--- src/rtl/mcb_cfg.svh ---
/*
 * Offsets, field positions, reset and wake values and clock figures
 * of the meter configuration bank.
 * Assumes byte-wide processor accesses on a 16-bit address.
 */
`ifndef MCB_CFG_SVH
`define MCB_CFG_SVH
`define MCB_ADDR_ENGINE 16'h2000
`define MCB_ADDR_BGCHOP 16'h2002
`define MCB_ADDR_CONV 16'h2005
`define MCB_ADDR_BATT 16'h2020
`define MCB_ADDR_BOOT 16'h20a7
`define MCB_ADDR_PROG 16'h20a8
`define MCB_ADDR_IMASTER 16'h20ab
`define MCB_ADDR_ICHAN 16'h20ac
`define MCB_BIT_ENG_CLKSEL 3
`define MCB_BIT_ENG_EN 4
`define MCB_BIT_BGCHOP_LO 4
`define MCB_BIT_CONV_EN 3
`define MCB_BIT_BATT_EN 6
`define MCB_BIT_IMASTER 0
`define MCB_BIT_ICHAN_A 0
`define MCB_BIT_ICHAN_B 4
`define MCB_RST_BOOT 8'h01
`define MCB_WAKE_BOOT 8'h01
`define MCB_RST_PROG 5'h1f
`define MCB_WAKE_PROG 5'h1f
`define MCB_RST_BIT 1'h0
`define MCB_WAKE_BIT 1'h0
`define MCB_RST_BGCHOP 2'h0
`define MCB_WAKE_BGCHOP 2'h0
`define MCB_WO_MASK 8'h00
`define MCB_UNIT_SHIFT 10
`define MCB_SYS_CLK_KHZ 25000
`define MCB_ENG_FAST_KHZ 10000
`define MCB_ENG_SLOW_KHZ 5000
`endif

--- src/rtl/mcb_pkg.sv ---
/*
 * Types of the meter configuration bank.
 * Assumes mcb_cfg.svh is on the include path.
 */
package mcb_pkg;
	// Bandgap chop modes.
	typedef enum logic [1:0] {
		MCB_CHOP_TOGGLE_ALT = 2'h0,
		MCB_CHOP_POSITIVE = 2'h1,
		MCB_CHOP_REVERSED = 2'h2,
		MCB_CHOP_TOGGLE = 2'h3
	} mcb_chop_mode_t;

	// One processor access to the I/O space.
	typedef struct packed {
		logic wr;
		logic rd;
		logic [15:0] addr;
		logic [7:0] wdata;
	} mcb_bus_req_t;

	// All stored fields.
	typedef struct packed {
		logic eng_clksel;
		logic eng_en;
		mcb_chop_mode_t bgchop;
		logic conv_en;
		logic batt_en;
		logic [7:0] boot_size;
		logic [4:0] prog_base;
		logic imaster;
		logic ichan_a;
		logic ichan_b;
	} mcb_fields_t;
endpackage : mcb_pkg
--- src/rtl/mcb_bank.sv ---
/*
 * Meter configuration bank: byte registers written and read by the
 * processor, chop sequencing, engine clock enable and derived addresses.
 * Assumes the processor, the multiplexer sync, the interval marker and
 * the wake pulse all come from logic on sys_clk_in, so none of them is
 * synchronised here. Every output is registered: a field written by the
 * processor reaches the outputs one cycle after its write edge, the chop mode at the next sync rising edge.
 */
// Summary of operation
// - Write-only bits read back as zero.
// - Reset loads reset values, wake loads wake values, undefined ones keep.
// - The converter enable switches converter and reference on, off removes bias.
// - Battery measure enable loads the battery and routes it to the converter.
// - The boot region ends at the boot size field times 1024.
// - The engine program starts at the five-bit base field times 1024.
// - The engine runs at 10 MHz when selected, else 5 MHz, gated by its enable.
// - Bandgap chop changes only on a sync rising edge; 01 positive, 10 reversed.
// - Code 00 toggles except at interval end and inserts an alternative frame.
// - A current channel chops only when its bit and the master bit are set.
`include "mcb_cfg.svh"

module mcb_bank #(
	parameter int SYS_CLK_KHZ = `MCB_SYS_CLK_KHZ, // System clock rate in kHz.
	parameter int ENG_FAST_KHZ = `MCB_ENG_FAST_KHZ, // Engine rate with select set.
	parameter int ENG_SLOW_KHZ = `MCB_ENG_SLOW_KHZ // Engine rate with select clear.
) (
	input wire logic sys_clk_in, // System clock, 25 MHz.
	input wire logic arst_n_in, // Asynchronous reset, active low.
	input wire logic wake_in, // Wake pulse from power control.
	input mcb_pkg::mcb_bus_req_t bus_in, // Processor access.
	input wire logic mux_sync_in, // Multiplexer frame sync.
	input wire logic interval_end_in, // Accumulation interval ends.
	output logic [7:0] rdata_out, // Read data.
	output logic conv_en_out, // Converter and reference on.
	output logic batt_load_out, // Battery load applied.
	output logic batt_route_out, // Battery routed to converter.
	output logic [17:0] boot_end_out, // Boot region end address.
	output logic [14:0] prog_start_out, // Engine program start address.
	output logic eng_en_out, // Engine enabled.
	output logic eng_clk_en_out, // Engine clock enable pulse.
	output logic chop_out, // Bandgap chop, 1 means reversed.
	output logic alt_frame_out, // Alternative frame request pulse.
	output logic ichop_a_out, // Current channel A chop active.
	output logic ichop_b_out // Current channel B chop active.
);
	import mcb_pkg::*;

	// The engine accumulator never holds more than the system rate plus the
	// fast rate, which fits in 16 bits for the rates this block is built for.
	localparam logic [15:0] SYS_KHZ = 16'(SYS_CLK_KHZ);
	localparam logic [15:0] FAST_KHZ = 16'(ENG_FAST_KHZ);
	localparam logic [15:0] SLOW_KHZ = 16'(ENG_SLOW_KHZ);

	////////////////////////////////////////////////////////////////////
	// Register fields. Each byte location holds only the bits it defines.

	mcb_fields_t fld_ff;
	mcb_fields_t nxt_fld;
	mcb_fields_t wake_fld;
	logic [7:0] rdata_ff;
	logic [7:0] nxt_rdata;
	logic [7:0] rd_byte;

	// Reset image of the fields. It is a constant so that the asynchronous
	// reset branch loads nothing but constants.
	localparam mcb_fields_t RST_FLD = '{
		eng_clksel: `MCB_RST_BIT,
		eng_en: `MCB_RST_BIT,
		bgchop: mcb_chop_mode_t'(`MCB_RST_BGCHOP),
		conv_en: `MCB_RST_BIT,
		batt_en: `MCB_RST_BIT,
		boot_size: `MCB_RST_BOOT,
		prog_base: `MCB_RST_PROG,
		imaster: `MCB_RST_BIT,
		ichan_a: `MCB_RST_BIT,
		ichan_b: `MCB_RST_BIT
	};

	// Wake image of the fields. The battery measure bit has no defined wake
	// value, so it keeps what software last wrote; a wake during a battery
	// reading leaves the load applied until software clears the bit.
	always_comb begin
		wake_fld = fld_ff;
		wake_fld.eng_clksel = `MCB_WAKE_BIT;
		wake_fld.eng_en = `MCB_WAKE_BIT;
		wake_fld.bgchop = mcb_chop_mode_t'(`MCB_WAKE_BGCHOP);
		wake_fld.conv_en = `MCB_WAKE_BIT;
		wake_fld.boot_size = `MCB_WAKE_BOOT;
		wake_fld.prog_base = `MCB_WAKE_PROG;
		wake_fld.imaster = `MCB_WAKE_BIT;
		wake_fld.ichan_a = `MCB_WAKE_BIT;
		wake_fld.ichan_b = `MCB_WAKE_BIT;
	end

	// Byte writes touch only the defined bits of the addressed byte. Wake wins
	// over a write in the same cycle, so the wake image is never partly
	// overwritten by a store that raced it.
	always_comb begin
		nxt_fld = fld_ff;
		if (wake_in) begin
			nxt_fld = wake_fld;
		end else if (bus_in.wr) begin
			case (bus_in.addr)
				`MCB_ADDR_ENGINE: begin
					nxt_fld.eng_clksel = bus_in.wdata[`MCB_BIT_ENG_CLKSEL];
					nxt_fld.eng_en = bus_in.wdata[`MCB_BIT_ENG_EN];
				end
				`MCB_ADDR_BGCHOP: begin
					nxt_fld.bgchop = mcb_chop_mode_t'(
						bus_in.wdata[`MCB_BIT_BGCHOP_LO +: 2]);
				end
				`MCB_ADDR_CONV: begin
					nxt_fld.conv_en = bus_in.wdata[`MCB_BIT_CONV_EN];
				end
				`MCB_ADDR_BATT: begin
					nxt_fld.batt_en = bus_in.wdata[`MCB_BIT_BATT_EN];
				end
				`MCB_ADDR_BOOT: begin
					nxt_fld.boot_size = bus_in.wdata;
				end
				`MCB_ADDR_PROG: begin
					nxt_fld.prog_base = bus_in.wdata[4:0];
				end
				`MCB_ADDR_IMASTER: begin
					nxt_fld.imaster = bus_in.wdata[`MCB_BIT_IMASTER];
				end
				`MCB_ADDR_ICHAN: begin
					nxt_fld.ichan_a = bus_in.wdata[`MCB_BIT_ICHAN_A];
					nxt_fld.ichan_b = bus_in.wdata[`MCB_BIT_ICHAN_B];
				end
				default: begin
					nxt_fld = fld_ff;
				end
			endcase
		end
	end

	// Read multiplexer: undefined bits and unmapped bytes read zero. The
	// result is registered and held until the next read strobe; a read in the
	// same cycle as a write to that byte returns the old value.
	always_comb begin
		rd_byte = 8'h00;
		case (bus_in.addr)
			`MCB_ADDR_ENGINE: begin
				rd_byte[`MCB_BIT_ENG_CLKSEL] = fld_ff.eng_clksel;
				rd_byte[`MCB_BIT_ENG_EN] = fld_ff.eng_en;
			end
			`MCB_ADDR_BGCHOP: begin
				rd_byte[`MCB_BIT_BGCHOP_LO +: 2] = fld_ff.bgchop;
			end
			`MCB_ADDR_CONV: begin
				rd_byte[`MCB_BIT_CONV_EN] = fld_ff.conv_en;
			end
			`MCB_ADDR_BATT: begin
				rd_byte[`MCB_BIT_BATT_EN] = fld_ff.batt_en;
			end
			`MCB_ADDR_BOOT: begin
				rd_byte = fld_ff.boot_size;
			end
			`MCB_ADDR_PROG: begin
				rd_byte[4:0] = fld_ff.prog_base;
			end
			`MCB_ADDR_IMASTER: begin
				rd_byte[`MCB_BIT_IMASTER] = fld_ff.imaster;
			end
			`MCB_ADDR_ICHAN: begin
				rd_byte[`MCB_BIT_ICHAN_A] = fld_ff.ichan_a;
				rd_byte[`MCB_BIT_ICHAN_B] = fld_ff.ichan_b;
			end
			default: begin
				rd_byte = 8'h00;
			end
		endcase
		// No bit of this bank is write-only, so the mask is zero; it stays in
		// the path so that a write-only bit added later only needs a new mask.
		nxt_rdata = rdata_ff;
		if (bus_in.rd) begin
			nxt_rdata = rd_byte & ~`MCB_WO_MASK;
		end
	end

	// Field and read data registers. Only reset, wake and processor writes
	// change the fields, so their contents survive every change between the
	// battery modes that keep this bank powered.
	always_ff @(posedge sys_clk_in or negedge arst_n_in) begin
		if (!arst_n_in) begin
			fld_ff <= RST_FLD;
			rdata_ff <= 8'h00;
		end else begin
			fld_ff <= nxt_fld;
			rdata_ff <= nxt_rdata;
		end
	end

	////////////////////////////////////////////////////////////////////
	// Bandgap chop sequencing on the multiplexer sync.

	logic sync_d_ff;
	logic nxt_sync_d;
	logic chop_ff;
	logic nxt_chop;
	logic alt_ff;
	logic nxt_alt;
	logic sync_rise;

	// Chop moves only on a sync rising edge. The sync already runs on
	// sys_clk_in; a sync from another clock would need synchronising ahead of
	// this edge detector, which resets to the idle low level of the sync so
	// that no false edge follows reset.
	always_comb begin
		nxt_sync_d = mux_sync_in;
		sync_rise = mux_sync_in & ~sync_d_ff;
		nxt_chop = chop_ff;
		nxt_alt = 1'h0;
		if (sync_rise) begin
			case (fld_ff.bgchop)
				MCB_CHOP_POSITIVE: begin
					nxt_chop = 1'h0;
				end
				MCB_CHOP_REVERSED: begin
					nxt_chop = 1'h1;
				end
				MCB_CHOP_TOGGLE_ALT: begin
					// The edge that ends an interval keeps the polarity and
					// asks for the alternative frame instead.
					if (interval_end_in) begin
						nxt_alt = 1'h1;
					end else begin
						nxt_chop = ~chop_ff;
					end
				end
				MCB_CHOP_TOGGLE: begin
					nxt_chop = ~chop_ff;
				end
				default: begin
					nxt_chop = chop_ff;
				end
			endcase
		end
	end

	// Chop state registers.
	// The alternative frame request is a pulse of one cycle.
	always_ff @(posedge sys_clk_in or negedge arst_n_in) begin
		if (!arst_n_in) begin
			sync_d_ff <= 1'h0;
			chop_ff <= 1'h0;
			alt_ff <= 1'h0;
		end else begin
			sync_d_ff <= nxt_sync_d;
			chop_ff <= nxt_chop;
			alt_ff <= nxt_alt;
		end
	end

	////////////////////////////////////////////////////////////////////
	// Engine clock enable from a phase accumulator, since the system clock
	// is no whole multiple of the fast engine rate.

	logic [15:0] acc_ff;
	logic [15:0] nxt_acc;
	logic [15:0] acc_sum;
	logic tick_ff;
	logic nxt_tick;

	// Adds the selected rate each cycle and pulses on each wrap past the
	// system rate. The pulse spacing jitters by one system cycle at the fast
	// rate, but the average rate is exact. Clearing the enable also clears the
	// accumulator, so the first pulse after enabling comes at a fixed distance.
	always_comb begin
		acc_sum = acc_ff + (fld_ff.eng_clksel ? FAST_KHZ : SLOW_KHZ);
		nxt_acc = acc_sum;
		nxt_tick = 1'h0;
		if (!fld_ff.eng_en) begin
			nxt_acc = 16'h0000;
		end else if (acc_sum >= SYS_KHZ) begin
			nxt_acc = acc_sum - SYS_KHZ;
			nxt_tick = 1'h1;
		end
	end

	// Engine clock registers; reset leaves the engine clock stopped.
	always_ff @(posedge sys_clk_in or negedge arst_n_in) begin
		if (!arst_n_in) begin
			acc_ff <= 16'h0000;
			tick_ff <= 1'h0;
		end else begin
			acc_ff <= nxt_acc;
			tick_ff <= nxt_tick;
		end
	end

	////////////////////////////////////////////////////////////////////
	// Registered control outputs.
	// Outputs change one cycle after the write edge that sets their field.

	logic [17:0] boot_end_ff;
	logic [17:0] nxt_boot_end;
	logic [14:0] prog_start_ff;
	logic [14:0] nxt_prog_start;
	logic [4:0] ctl_ff;
	logic [4:0] nxt_ctl;

	// Derived addresses and gated enables. The battery load and its route to
	// the converter switch together; the multiplexer decides in which frames
	// the battery is actually sampled.
	always_comb begin
		nxt_boot_end = {fld_ff.boot_size, 10'h000};
		nxt_prog_start = {fld_ff.prog_base, 10'h000};
		nxt_ctl[0] = fld_ff.conv_en;
		nxt_ctl[1] = fld_ff.batt_en;
		nxt_ctl[2] = fld_ff.eng_en;
		nxt_ctl[3] = fld_ff.imaster & fld_ff.ichan_a;
		nxt_ctl[4] = fld_ff.imaster & fld_ff.ichan_b;
	end

	// Output registers.
	always_ff @(posedge sys_clk_in or negedge arst_n_in) begin
		if (!arst_n_in) begin
			boot_end_ff <= {RST_FLD.boot_size, 10'h000};
			prog_start_ff <= {RST_FLD.prog_base, 10'h000};
			ctl_ff <= 5'h00;
		end else begin
			boot_end_ff <= nxt_boot_end;
			prog_start_ff <= nxt_prog_start;
			ctl_ff <= nxt_ctl;
		end
	end

	// Every output comes straight from a register.
	assign rdata_out = rdata_ff;
	assign conv_en_out = ctl_ff[0];
	assign batt_load_out = ctl_ff[1];
	assign batt_route_out = ctl_ff[1];
	assign eng_en_out = ctl_ff[2];
	assign ichop_a_out = ctl_ff[3];
	assign ichop_b_out = ctl_ff[4];
	assign boot_end_out = boot_end_ff;
	assign prog_start_out = prog_start_ff;
	assign eng_clk_en_out = tick_ff;
	assign chop_out = chop_ff;
	assign alt_frame_out = alt_ff;
endmodule : mcb_bank

--- config.mk ---
export PLATFORM = sky130hd
export DESIGN_NAME = mcb_bank
export DESIGN_NICKNAME = d
export VERILOG_FILES = /design/src/rtl/mcb_pkg.sv /design/src/rtl/mcb_bank.sv
export VERILOG_INCLUDE_DIRS = /design/src /design/src/rtl
export SDC_FILE = /design/constraint.sdc
export NUM_CORES = 1
export LEC_CHECK = 0
export ABC_AREA = 0
export BUFFER_PORTS_ARGS = -buffer_cell sky130_fd_sc_hd__buf_2
export CORE_MARGIN = 4
export CORE_UTILIZATION = 40
export DETAILED_ROUTE_END_ITERATION = 10
export PLACE_DENSITY_LB_ADDON = 0.2
export SYNTH_ARGS = -nofsm -noshare
export SYNTH_HDL_FRONTEND = slang
export SYNTH_SLANG_ARGS = --single-unit
export TNS_END_PERCENT = 1
--- constraint.sdc ---
create_clock -name sys_clk_in -period 4 [get_ports sys_clk_in]
set_clock_uncertainty 0.05 [all_clocks]
set_input_delay 0.2 -clock sys_clk_in [delete_from_list [all_inputs] [get_ports sys_clk_in]]
set_output_delay 0.2 -clock sys_clk_in [all_outputs]
set_load 0.02 [all_outputs]
==> results of run 1 <==
==> cells in the final DEF (no fill, tap or decap), types with 11 or more instances in the layout <==
cell type	instances
sky130_fd_sc_hd__buf_2	60
sky130_fd_sc_hd__a21oi_1	26
sky130_fd_sc_hd__dfstp_2	12
sky130_fd_sc_hd__nand2_1	29
sky130_fd_sc_hd__nand3_1	28
sky130_fd_sc_hd__mux2i_1	11
sky130_fd_sc_hd__dfrtp_1	53
sky130_fd_sc_hd__conb_1	20
sky130_fd_sc_hd__inv_1	11
sky130_fd_sc_hd__nor2_1	32
==> synthesized netlist by cell type (5+ instances only) <==
library cell	instances	area share
sky130_fd_sc_hd__and3_1	5	0.0087
sky130_fd_sc_hd__nand3_1	28	0.039
sky130_fd_sc_hd__mux2i_1	11	0.030
sky130_fd_sc_hd__a21oi_1	26	0.036
sky130_fd_sc_hd__nor2_1	32	0.033
sky130_fd_sc_hd__o21ai_0	7	0.0097
sky130_fd_sc_hd__dfstp_2	12	0.087
sky130_fd_sc_hd__inv_1	11	0.011
sky130_fd_sc_hd__nand3b_1	7	0.015
sky130_fd_sc_hd__xor2_1	5	0.012
sky130_fd_sc_hd__clkbuf_1	8	0.0083
sky130_fd_sc_hd__nand2_1	29	0.030
sky130_fd_sc_hd__and2_1	6	0.010
sky130_fd_sc_hd__ha_1	10	0.035
sky130_fd_sc_hd__dfrtp_1	53	0.37
sky130_fd_sc_hd__nor4_1	5	0.0087
sky130_fd_sc_hd__buf_4	21	0.044
==> routing by layer <==
layer	global-route usage	vias up	part of all wire
met5	0	-	0
met4	0.0528	0	0.014
met3	0.0332	11	0.044
met2	0.260	62	0.49
met1	0.218	1417	0.45
li1	-	1389	-
==> layout make-up <==
class,instances,area share
clock inverter,6,0.0326
timing repair buffer,66,0.0829
inverter,11,0.00977
tap,108,0.0320
clock buffer,10,0.0326
sequential,65,0.388
multi-input combinational,273,0.422
==> cell families (layout without fill, tap and decap cells) <==
logic type,after synthesis,after routing
XOR/XNOR,8,8
other,1,20
flip-flops,65,65
AO/OA/AOI/OAI,75,75
multiplexers,14,14
adder cells (fa/ha/maj),11,11
buffers and inverters,45,93
AND/OR/NAND/NOR,145,145
==> critical path: stages, from the launching register on <==
cell	delay, ns
sky130_fd_sc_hd__dfrtp_1	0.54
sky130_fd_sc_hd__inv_1	0.14
sky130_fd_sc_hd__ha_1	0.28
sky130_fd_sc_hd__fa_1	0.47
sky130_fd_sc_hd__xor2_1	0.30
sky130_fd_sc_hd__o21ai_1	0.16
sky130_fd_sc_hd__a21o_1	0.25
sky130_fd_sc_hd__or2_1	0.26
sky130_fd_sc_hd__a22oi_4	0.35
sky130_fd_sc_hd__nor2b_1	0.21
sky130_fd_sc_hd__mux2i_1	0.19
==> stage by stage <==
step,area (um^2),utilization
after floorplan,3680,-
after global placement,3930,0.449
after detailed placement,3930,0.449
after CTS,4230,0.482
after global routing,4230,0.482
final,4230,0.482
==> how the worst max path moves through the flow <==
stage               slack [ns]        from  cells after the start         end
finish                    0.73  fld_ff[21]                     10   acc_ff[8]
global route              0.51  fld_ff[21]                     10   acc_ff[8]
CTS                       0.74  fld_ff[21]                     10   acc_ff[8]
detailed placement        0.76  fld_ff[21]                     10   acc_ff[8]
global placement          0.88  fld_ff[21]                     10   acc_ff[8]
floorplan                 1.18  fld_ff[21]                     11  acc_ff[15]
==> flip-flops by register name, indices dropped and copies added (netlist names) <==
signal and cells:
acc_ff 13, eng_clk_en_out 1, prog_start_out 5, boot_end_out 8, chop_out 1, alt_frame_out 1, rdata_out 8, ctl_ff 5
fld_ff 22, sync_d_ff 1
==> power breakdown <==
group / internal (mW) / switching, mW
Combinational: 0.0269 / 0.0695
Clock: 0.498 / 0.267
Sequential: 0.665 / 0.00442
==> results.txt, run 1 <==
- Once detailed placement completed, the half-perimeter wirelength came to slightly above 6000 um.
- The floorplan step set the die width to 103 um.
- Sequential cell area: 1640 um^2
* Power Total: between 1.5 and 2 mW
* Total global-route track usage: 0.162
- Hold Path End: fld_ff[16]
* Deepest clock path buffer count: 2
- The number of antenna diodes in the final layout is 0.
- Post-synthesis compound-gate area fraction: 0.151
- Dividing the detail-routed wire length by the instance count gives ~15 um.
* TNS Setup: 0 ns
* Start point of the worst hold path: bus_in[6]
- The first global-routing pass estimated between 10,000 and 15,000 um of wire.
- After synthesis, the share of flip-flops with an asynchronous set or reset is 1.00.
- Total vias in the final route: 2,879
- Core Area: 8760 um^2
- DRC violation total after the first TritonRoute iteration: 85
- Final hold analysis gives a worst-case slack of 0.0669 ns.
- Data on the critical path is required at its endpoint by 4.21 ns.
- Share of the cycle needed by the critical path after routing: 0.818
* Worst slew pin tran: 0.738 ns
- TritonCTS built the clock tree.
- Reg2Reg Launch Point: fld_ff[21]
* Reg-to-reg endpoint: acc_ff[8]
- The worst hold path passes through 2 cells.
- Yosys mapped a number of flops with a built-in enable equal to 0.
* Static power due to leakage: 1.96 nW
* Register-to-register setup slack: between 0.7 and 0.8 ns
* RSZ-0062 raised after global routing: false
- Max Fanout on Critical Path: 13
* Worst hold path class: input pin to register
* Kind of end point of the critical path: register
- The H-tree generated during clock tree synthesis spans 3 levels.
* Count of cells along the worst register-to-register path: 10
- Instance count of the mapped netlist: roughly 360
* Worst IR drop on VDD: between 200 and 300 uV
* Post-route minimum period: 3.27 ns
* Sequential fraction of the synthesis area: 0.454
- In this run, placement finished with an instance count of 521.
* Clock root buffer: sky130_fd_sc_hd__clkbuf_8
- For this configuration, the core starts out at a cell density of 0.412.
- In the final layout, the share of cells above drive strength 1 is 0.260.
- Power spread over the standard cell area amounts to 362 nW/um^2.
- Worst-skew pair later-pin latency: 0.34 ns
- Residual antenna-violating net count after detailed routing: 0
- Share of synthesized area spent on multiplexers: 0.0398
- The run finished with clean final reports.
- Initial antenna violation count: 0
- Synthesis instantiated 70 different standard cells from the library.
- MaxCap Viol Count: 0
* Flops & latches, synth: 65
* Number of input and output port buffers inserted: 60
- DIE AREA: 10,600 um^2
- Crit path DAT: ~3.5 ns
- Of the total synthesized cell area, the portion taken by full adders, half adders and majority gates is 0.0402.
- Once layout is complete, the cells apart from fillers number 539.
* Synth warn: 0
- A synthesized cell averages 9.93 um^2.
- The worst pin sits at a relative slew slack of 0.508.
* Vias/cell: ~5.3
- Final RePlAce weighted congestion: 0.771
- After detailed routing, the number of remaining DRC violations is 0.
- For this run, the top clock speed supported by timing is 306 MHz.
- Most frequently used flop master after synthesis: sky130_fd_sc_hd__dfrtp_1
* Number of CTS-inserted buffers: 9
- Number of iterations in the first detailed-routing pass: 4
- Simple logic cell fraction of the synthesized area: 0.220
- # setup viols final: 0
- After clock tree synthesis, the clock-pin slew on the worst setup and hold paths is 0.07 ns.
- Entering global routing, the biggest net connects 35 pins.
- From synthesis to final layout, the design area changed by 17.0%.
* Detailed Route WL: 8230 um
* Multi-input gate area: 1780 um^2
* Startpoint type of the worst setup path: register
- CTS saw 65 sinks.
- The critical path in this run is classified as register to register.
- Y dimension of the die: 103 um
- The final count of hold timing violations came to 0.
- The via count of the first global-routing pass was 2,761.
- Quantity of hold-fixing buffers added after cts: 2
- After clock tree synthesis, the repair step resized 0 gates.
- In this run the cell area of the synthesized design comes to approximately 3600 um^2.
* Xor/xnor cell area share of the yosys netlist: 0.0215
- roughly 80 I/O pins were placed.
- Worst setup timing slack at the placement stage: 0.760 ns
- Crit path setup slack, layout: ~0.73 ns
* Number of nets in the finished design: 468
- Max-slew violation count: 0
* Total number of placement rows: 34
- The layout has 836 filler cells.
- The total overflow left after global routing is 0.
* Post-CTS Setup Bufs: 0
* Main combinational cell family by area after synthesis: simple AND/OR/NAND/NOR gates
Power figures use the tool's default switching activity.
==> run 2, diff against run 1 <==
==> constraint.sdc (replaced) <==
create_clock -name sys_clk_in -period 3.4 [get_ports sys_clk_in]
set_clock_uncertainty 0.05 [all_clocks]
set_input_delay 0.17 -clock sys_clk_in [delete_from_list [all_inputs] [get_ports sys_clk_in]]
set_output_delay 0.17 -clock sys_clk_in [all_outputs]
set_load 0.02 [all_outputs]
==> results.txt, run 2 (synthesis gave the netlist of run 1 again) <==
- Post-route minimum period: 2.99 ns (-0.284 ns)
* Share of the cycle needed by the critical path after routing: 0.878 (+0.0607)
* Top library cells by usage in the layout, fill and taps aside: sky130_fd_sc_hd__buf_2 (60), sky130_fd_sc_hd__dfrtp_1 (53), sky130_fd_sc_hd__nor2_1 (32)
* Htree depth: 3 (unchanged)
- Setup repair after global routing left no endpoint under its margin.
- Share of total power in sequential cells: 0.459 (+0.022)
- Finished Cell Area: 4200 um^2 (-0.62%)
- Most common cell after layout, fill and taps aside: sky130_fd_sc_hd__buf_2
- Worst max-slew margin expressed relative to the limit: 0.504 (-0.00402)
- The cell depth of the worst flop-to-flop path came to 10 (unchanged).
- Worst Setup EP: acc_ff[8]
* Worst setup timing slack at the placement stage: 0.457 ns (-0.304 ns)
- Antenna diode instance count: 0 (unchanged)
* Total vias in the final route: 2,821 (-2.0%)
- Number of design rule violations left after detail routing: 0 (unchanged)
* Initial antenna violation count: 0 (unchanged)
* Worst hold path class: input pin to register
- The number of setup violations in the final report was 0 (unchanged).
- The net switching component of the power was 0.407 mW (+19%).
- Largest net degree at the start of global routing: 38 (+8.6%)
- The placed wire-length estimate came to 6170 um (+1.4%).
* Static power due to leakage: 1.94 nW (-0.61%)
* Vias in the first global route: 2,782 (+0.76%)
* Total number of placement rows: 34 (unchanged)
- The flow ran to the end, and the final reports show no timing, DRC or antenna violations.
- Switch share: 0.237 (+0.0145)
- Detailed Route WL: 8310 um (+1.0%)
- TritonCTS built the clock tree.
- Number of input and output port buffers inserted: 60 (unchanged)
- Kind of end point of the critical path: register
- Pint: 1.31 mW (+9.9%)
- Clock power share: 0.475 (-0.025)
- Number of iterations in the first detailed-routing pass: 6 (+2)
- Growth of design area from synthesis to finish: 16.2%
- The die extent in x came to 103 um (unchanged).
* Max Fanout on Critical Path: 13 (unchanged)
- The final setup slack of the worst path came to 0.413 ns (-0.316 ns).
* Startpoint type of the worst setup path: register
- In this run the clock root is driven by a sky130_fd_sc_hd__clkbuf_8.
* Fin. Hold Viols: 0 (unchanged)
- The wire length of the first global-routing pass was 13,500 um (+0.15%).
- Largest registers: fld_ff x22, acc_ff x13
- The critical path is of the register to register type.
- The sum of negative setup slack came to 0 ns (unchanged).
- In this run the critical register-to-register path is launched from fld_ff[21].
- Core Area: 8760 um^2 (unchanged)
* Max-slew violation count: 0 (unchanged)
- The global placer's final weighted congestion is 0.779 (+1.1%).
* Reg-to-reg endpoint: acc_ff[8]
- The peak clock frequency supported by timing came to 335 MHz (+9.5%).
- The area of the die is 10,600 um^2 (unchanged).
* Vias/cell: 5.23 (-2.0%)
* Hold slack final: 0.0261 ns (-0.0409 ns)
- The global-route usage over all layers was 0.166 (+0.00399).
- The final layout net count is 468 (unchanged).
- The number of design-rule violations left by the first detailed-router iteration is 90 (+5.9%).
- MaxCap Viol Count: 0 (unchanged)
- Number of CTS-inserted buffers: 9 (unchanged)
- The transition time at the pin with the least slew margin came to 0.738 ns (-0.000774 ns).
- The CTS sink count was 65 (unchanged).
- The arrival time at the worst endpoint came to 3.20 ns (-0.29 ns).
- Placed cell areas: 3930 um^2 (unchanged)
* Clock slew at the register clock pins of the worst setup and hold paths: 0.08 ns (about the same)
* Overflow after GRT: 0 (unchanged)
- Power per standard cell area: 408 nW/um^2 (+13%)
* Residual antenna-violating net count after detailed routing: 0 (unchanged)
* Register with the highest flop count: fld_ff
- Worst-skew pair later-pin latency: 0.35 ns (about the same)
- Utilization after layout: 0.479 (-0.00300)
* Register-to-register setup slack: 0.41 ns (-0.32 ns)
- The worst endpoint required time was 3.62 ns (-0.59 ns).
- The combinational share of power came to 0.065 (+0.002).
* Deepest clock path buffer count: 2 (unchanged)
- The average wire per standard cell was 15.4 um (+1.0%).
- The fraction of layout instances using a drive strength above 1 is 0.260 (unchanged).
- The count of pins on the block boundary is 81 (unchanged).
- Crit path from: fld_ff[21]
- Flip-flop count of the largest register after layout: 22 (unchanged)
- The post-CTS setup repair buffer count was 0 (unchanged).
- The worst voltage drop across the vdd grid was 289 uV (+4.1%).
- The effective utilization at floorplan came to 0.412 (unchanged).
* Y dimension of the die: 103 um (unchanged)
run 2: changes by cell type in the layout (fill, tap and decap cells not counted):
cell,change
sky130_fd_sc_hd__clkinv_4,+1
sky130_fd_sc_hd__inv_6,+1
sky130_fd_sc_hd__clkbuf_8,-1
sky130_fd_sc_hd__bufinv_16,-1
run 2: power groups by stage:
stage                     Clock (mW)  Sequential (mW)  Combinational, mW
after floorplan                    0            0.812             0.0632
after global placement             0            0.802              0.111
after detailed placement           0            0.802              0.112
after CTS                      0.842            0.787              0.114
after global routing           0.883            0.789              0.125
final                          0.815            0.788              0.112
run 2: worst max-delay path, cell delays in order (launching register included):
cell and delay, ns:
sky130_fd_sc_hd__dfrtp_1 0.35, sky130_fd_sc_hd__inv_1 0.07, sky130_fd_sc_hd__ha_1 0.26, sky130_fd_sc_hd__fa_1 0.48, sky130_fd_sc_hd__xor2_1 0.29, sky130_fd_sc_hd__o21ai_1 0.15
sky130_fd_sc_hd__a21o_1 0.25, sky130_fd_sc_hd__or2_1 0.26, sky130_fd_sc_hd__a22oi_4 0.35, sky130_fd_sc_hd__nor2b_1 0.21, sky130_fd_sc_hd__mux2i_1 0.19
run 2: cell type report:
class                   count  area [um^2]
fillers                   848         4560
flip-flops and latches     65         1640
clock buffers               9          124
multi-input cells         273         1780
clock inverters             7          125
well taps                 108          135
inverters                  11         41.3
repair buffers             66          350
run 2: routing by layer:
metal  up-vias  part of all wire  routed length, um  GRT usage
met5         -                 0                  0          0
met4         0             0.015                123     0.0697
met3        13             0.040                334     0.0480
met2        51              0.50               4150      0.262
met1      1370              0.45               3700      0.212
li1       1387                 -                  -          -
run 2: stage by stage:
| stage | power (mW) | cells |
|---|---|---|
| after floorplan | 0.875 | 383 |
| final | 1.71 | 539 |
| after global routing | 1.80 | 539 |
| after global placement | 0.913 | 521 |
| after detailed placement | 0.914 | 521 |
| after CTS | 1.74 | 539 |
run 2: worst min path at each step:
| stage | endpoint | start | depth (start not counted) | slack, ns |
|---|---|---|---|---|
| after floorplan | acc_ff[10] | arst_n_in | 0 | -0.18 |
| after global placement | fld_ff[9] | arst_n_in | 1 | 0.17 |
| after detailed placement | fld_ff[9] | arst_n_in | 1 | 0.17 |
| after CTS | fld_ff[5] | bus_in[2] | 3 | 0.006 |
| after global routing | fld_ff[16] | bus_in[6] | 2 | 0.02 |
| final | fld_ff[5] | bus_in[2] | 3 | 0.03 |
run 2: timing repair:
item | CTS | global route
hold buffers | 2 | 0
gates resized for setup | 0 | 0
hold endpoints to repair | 18 | 0
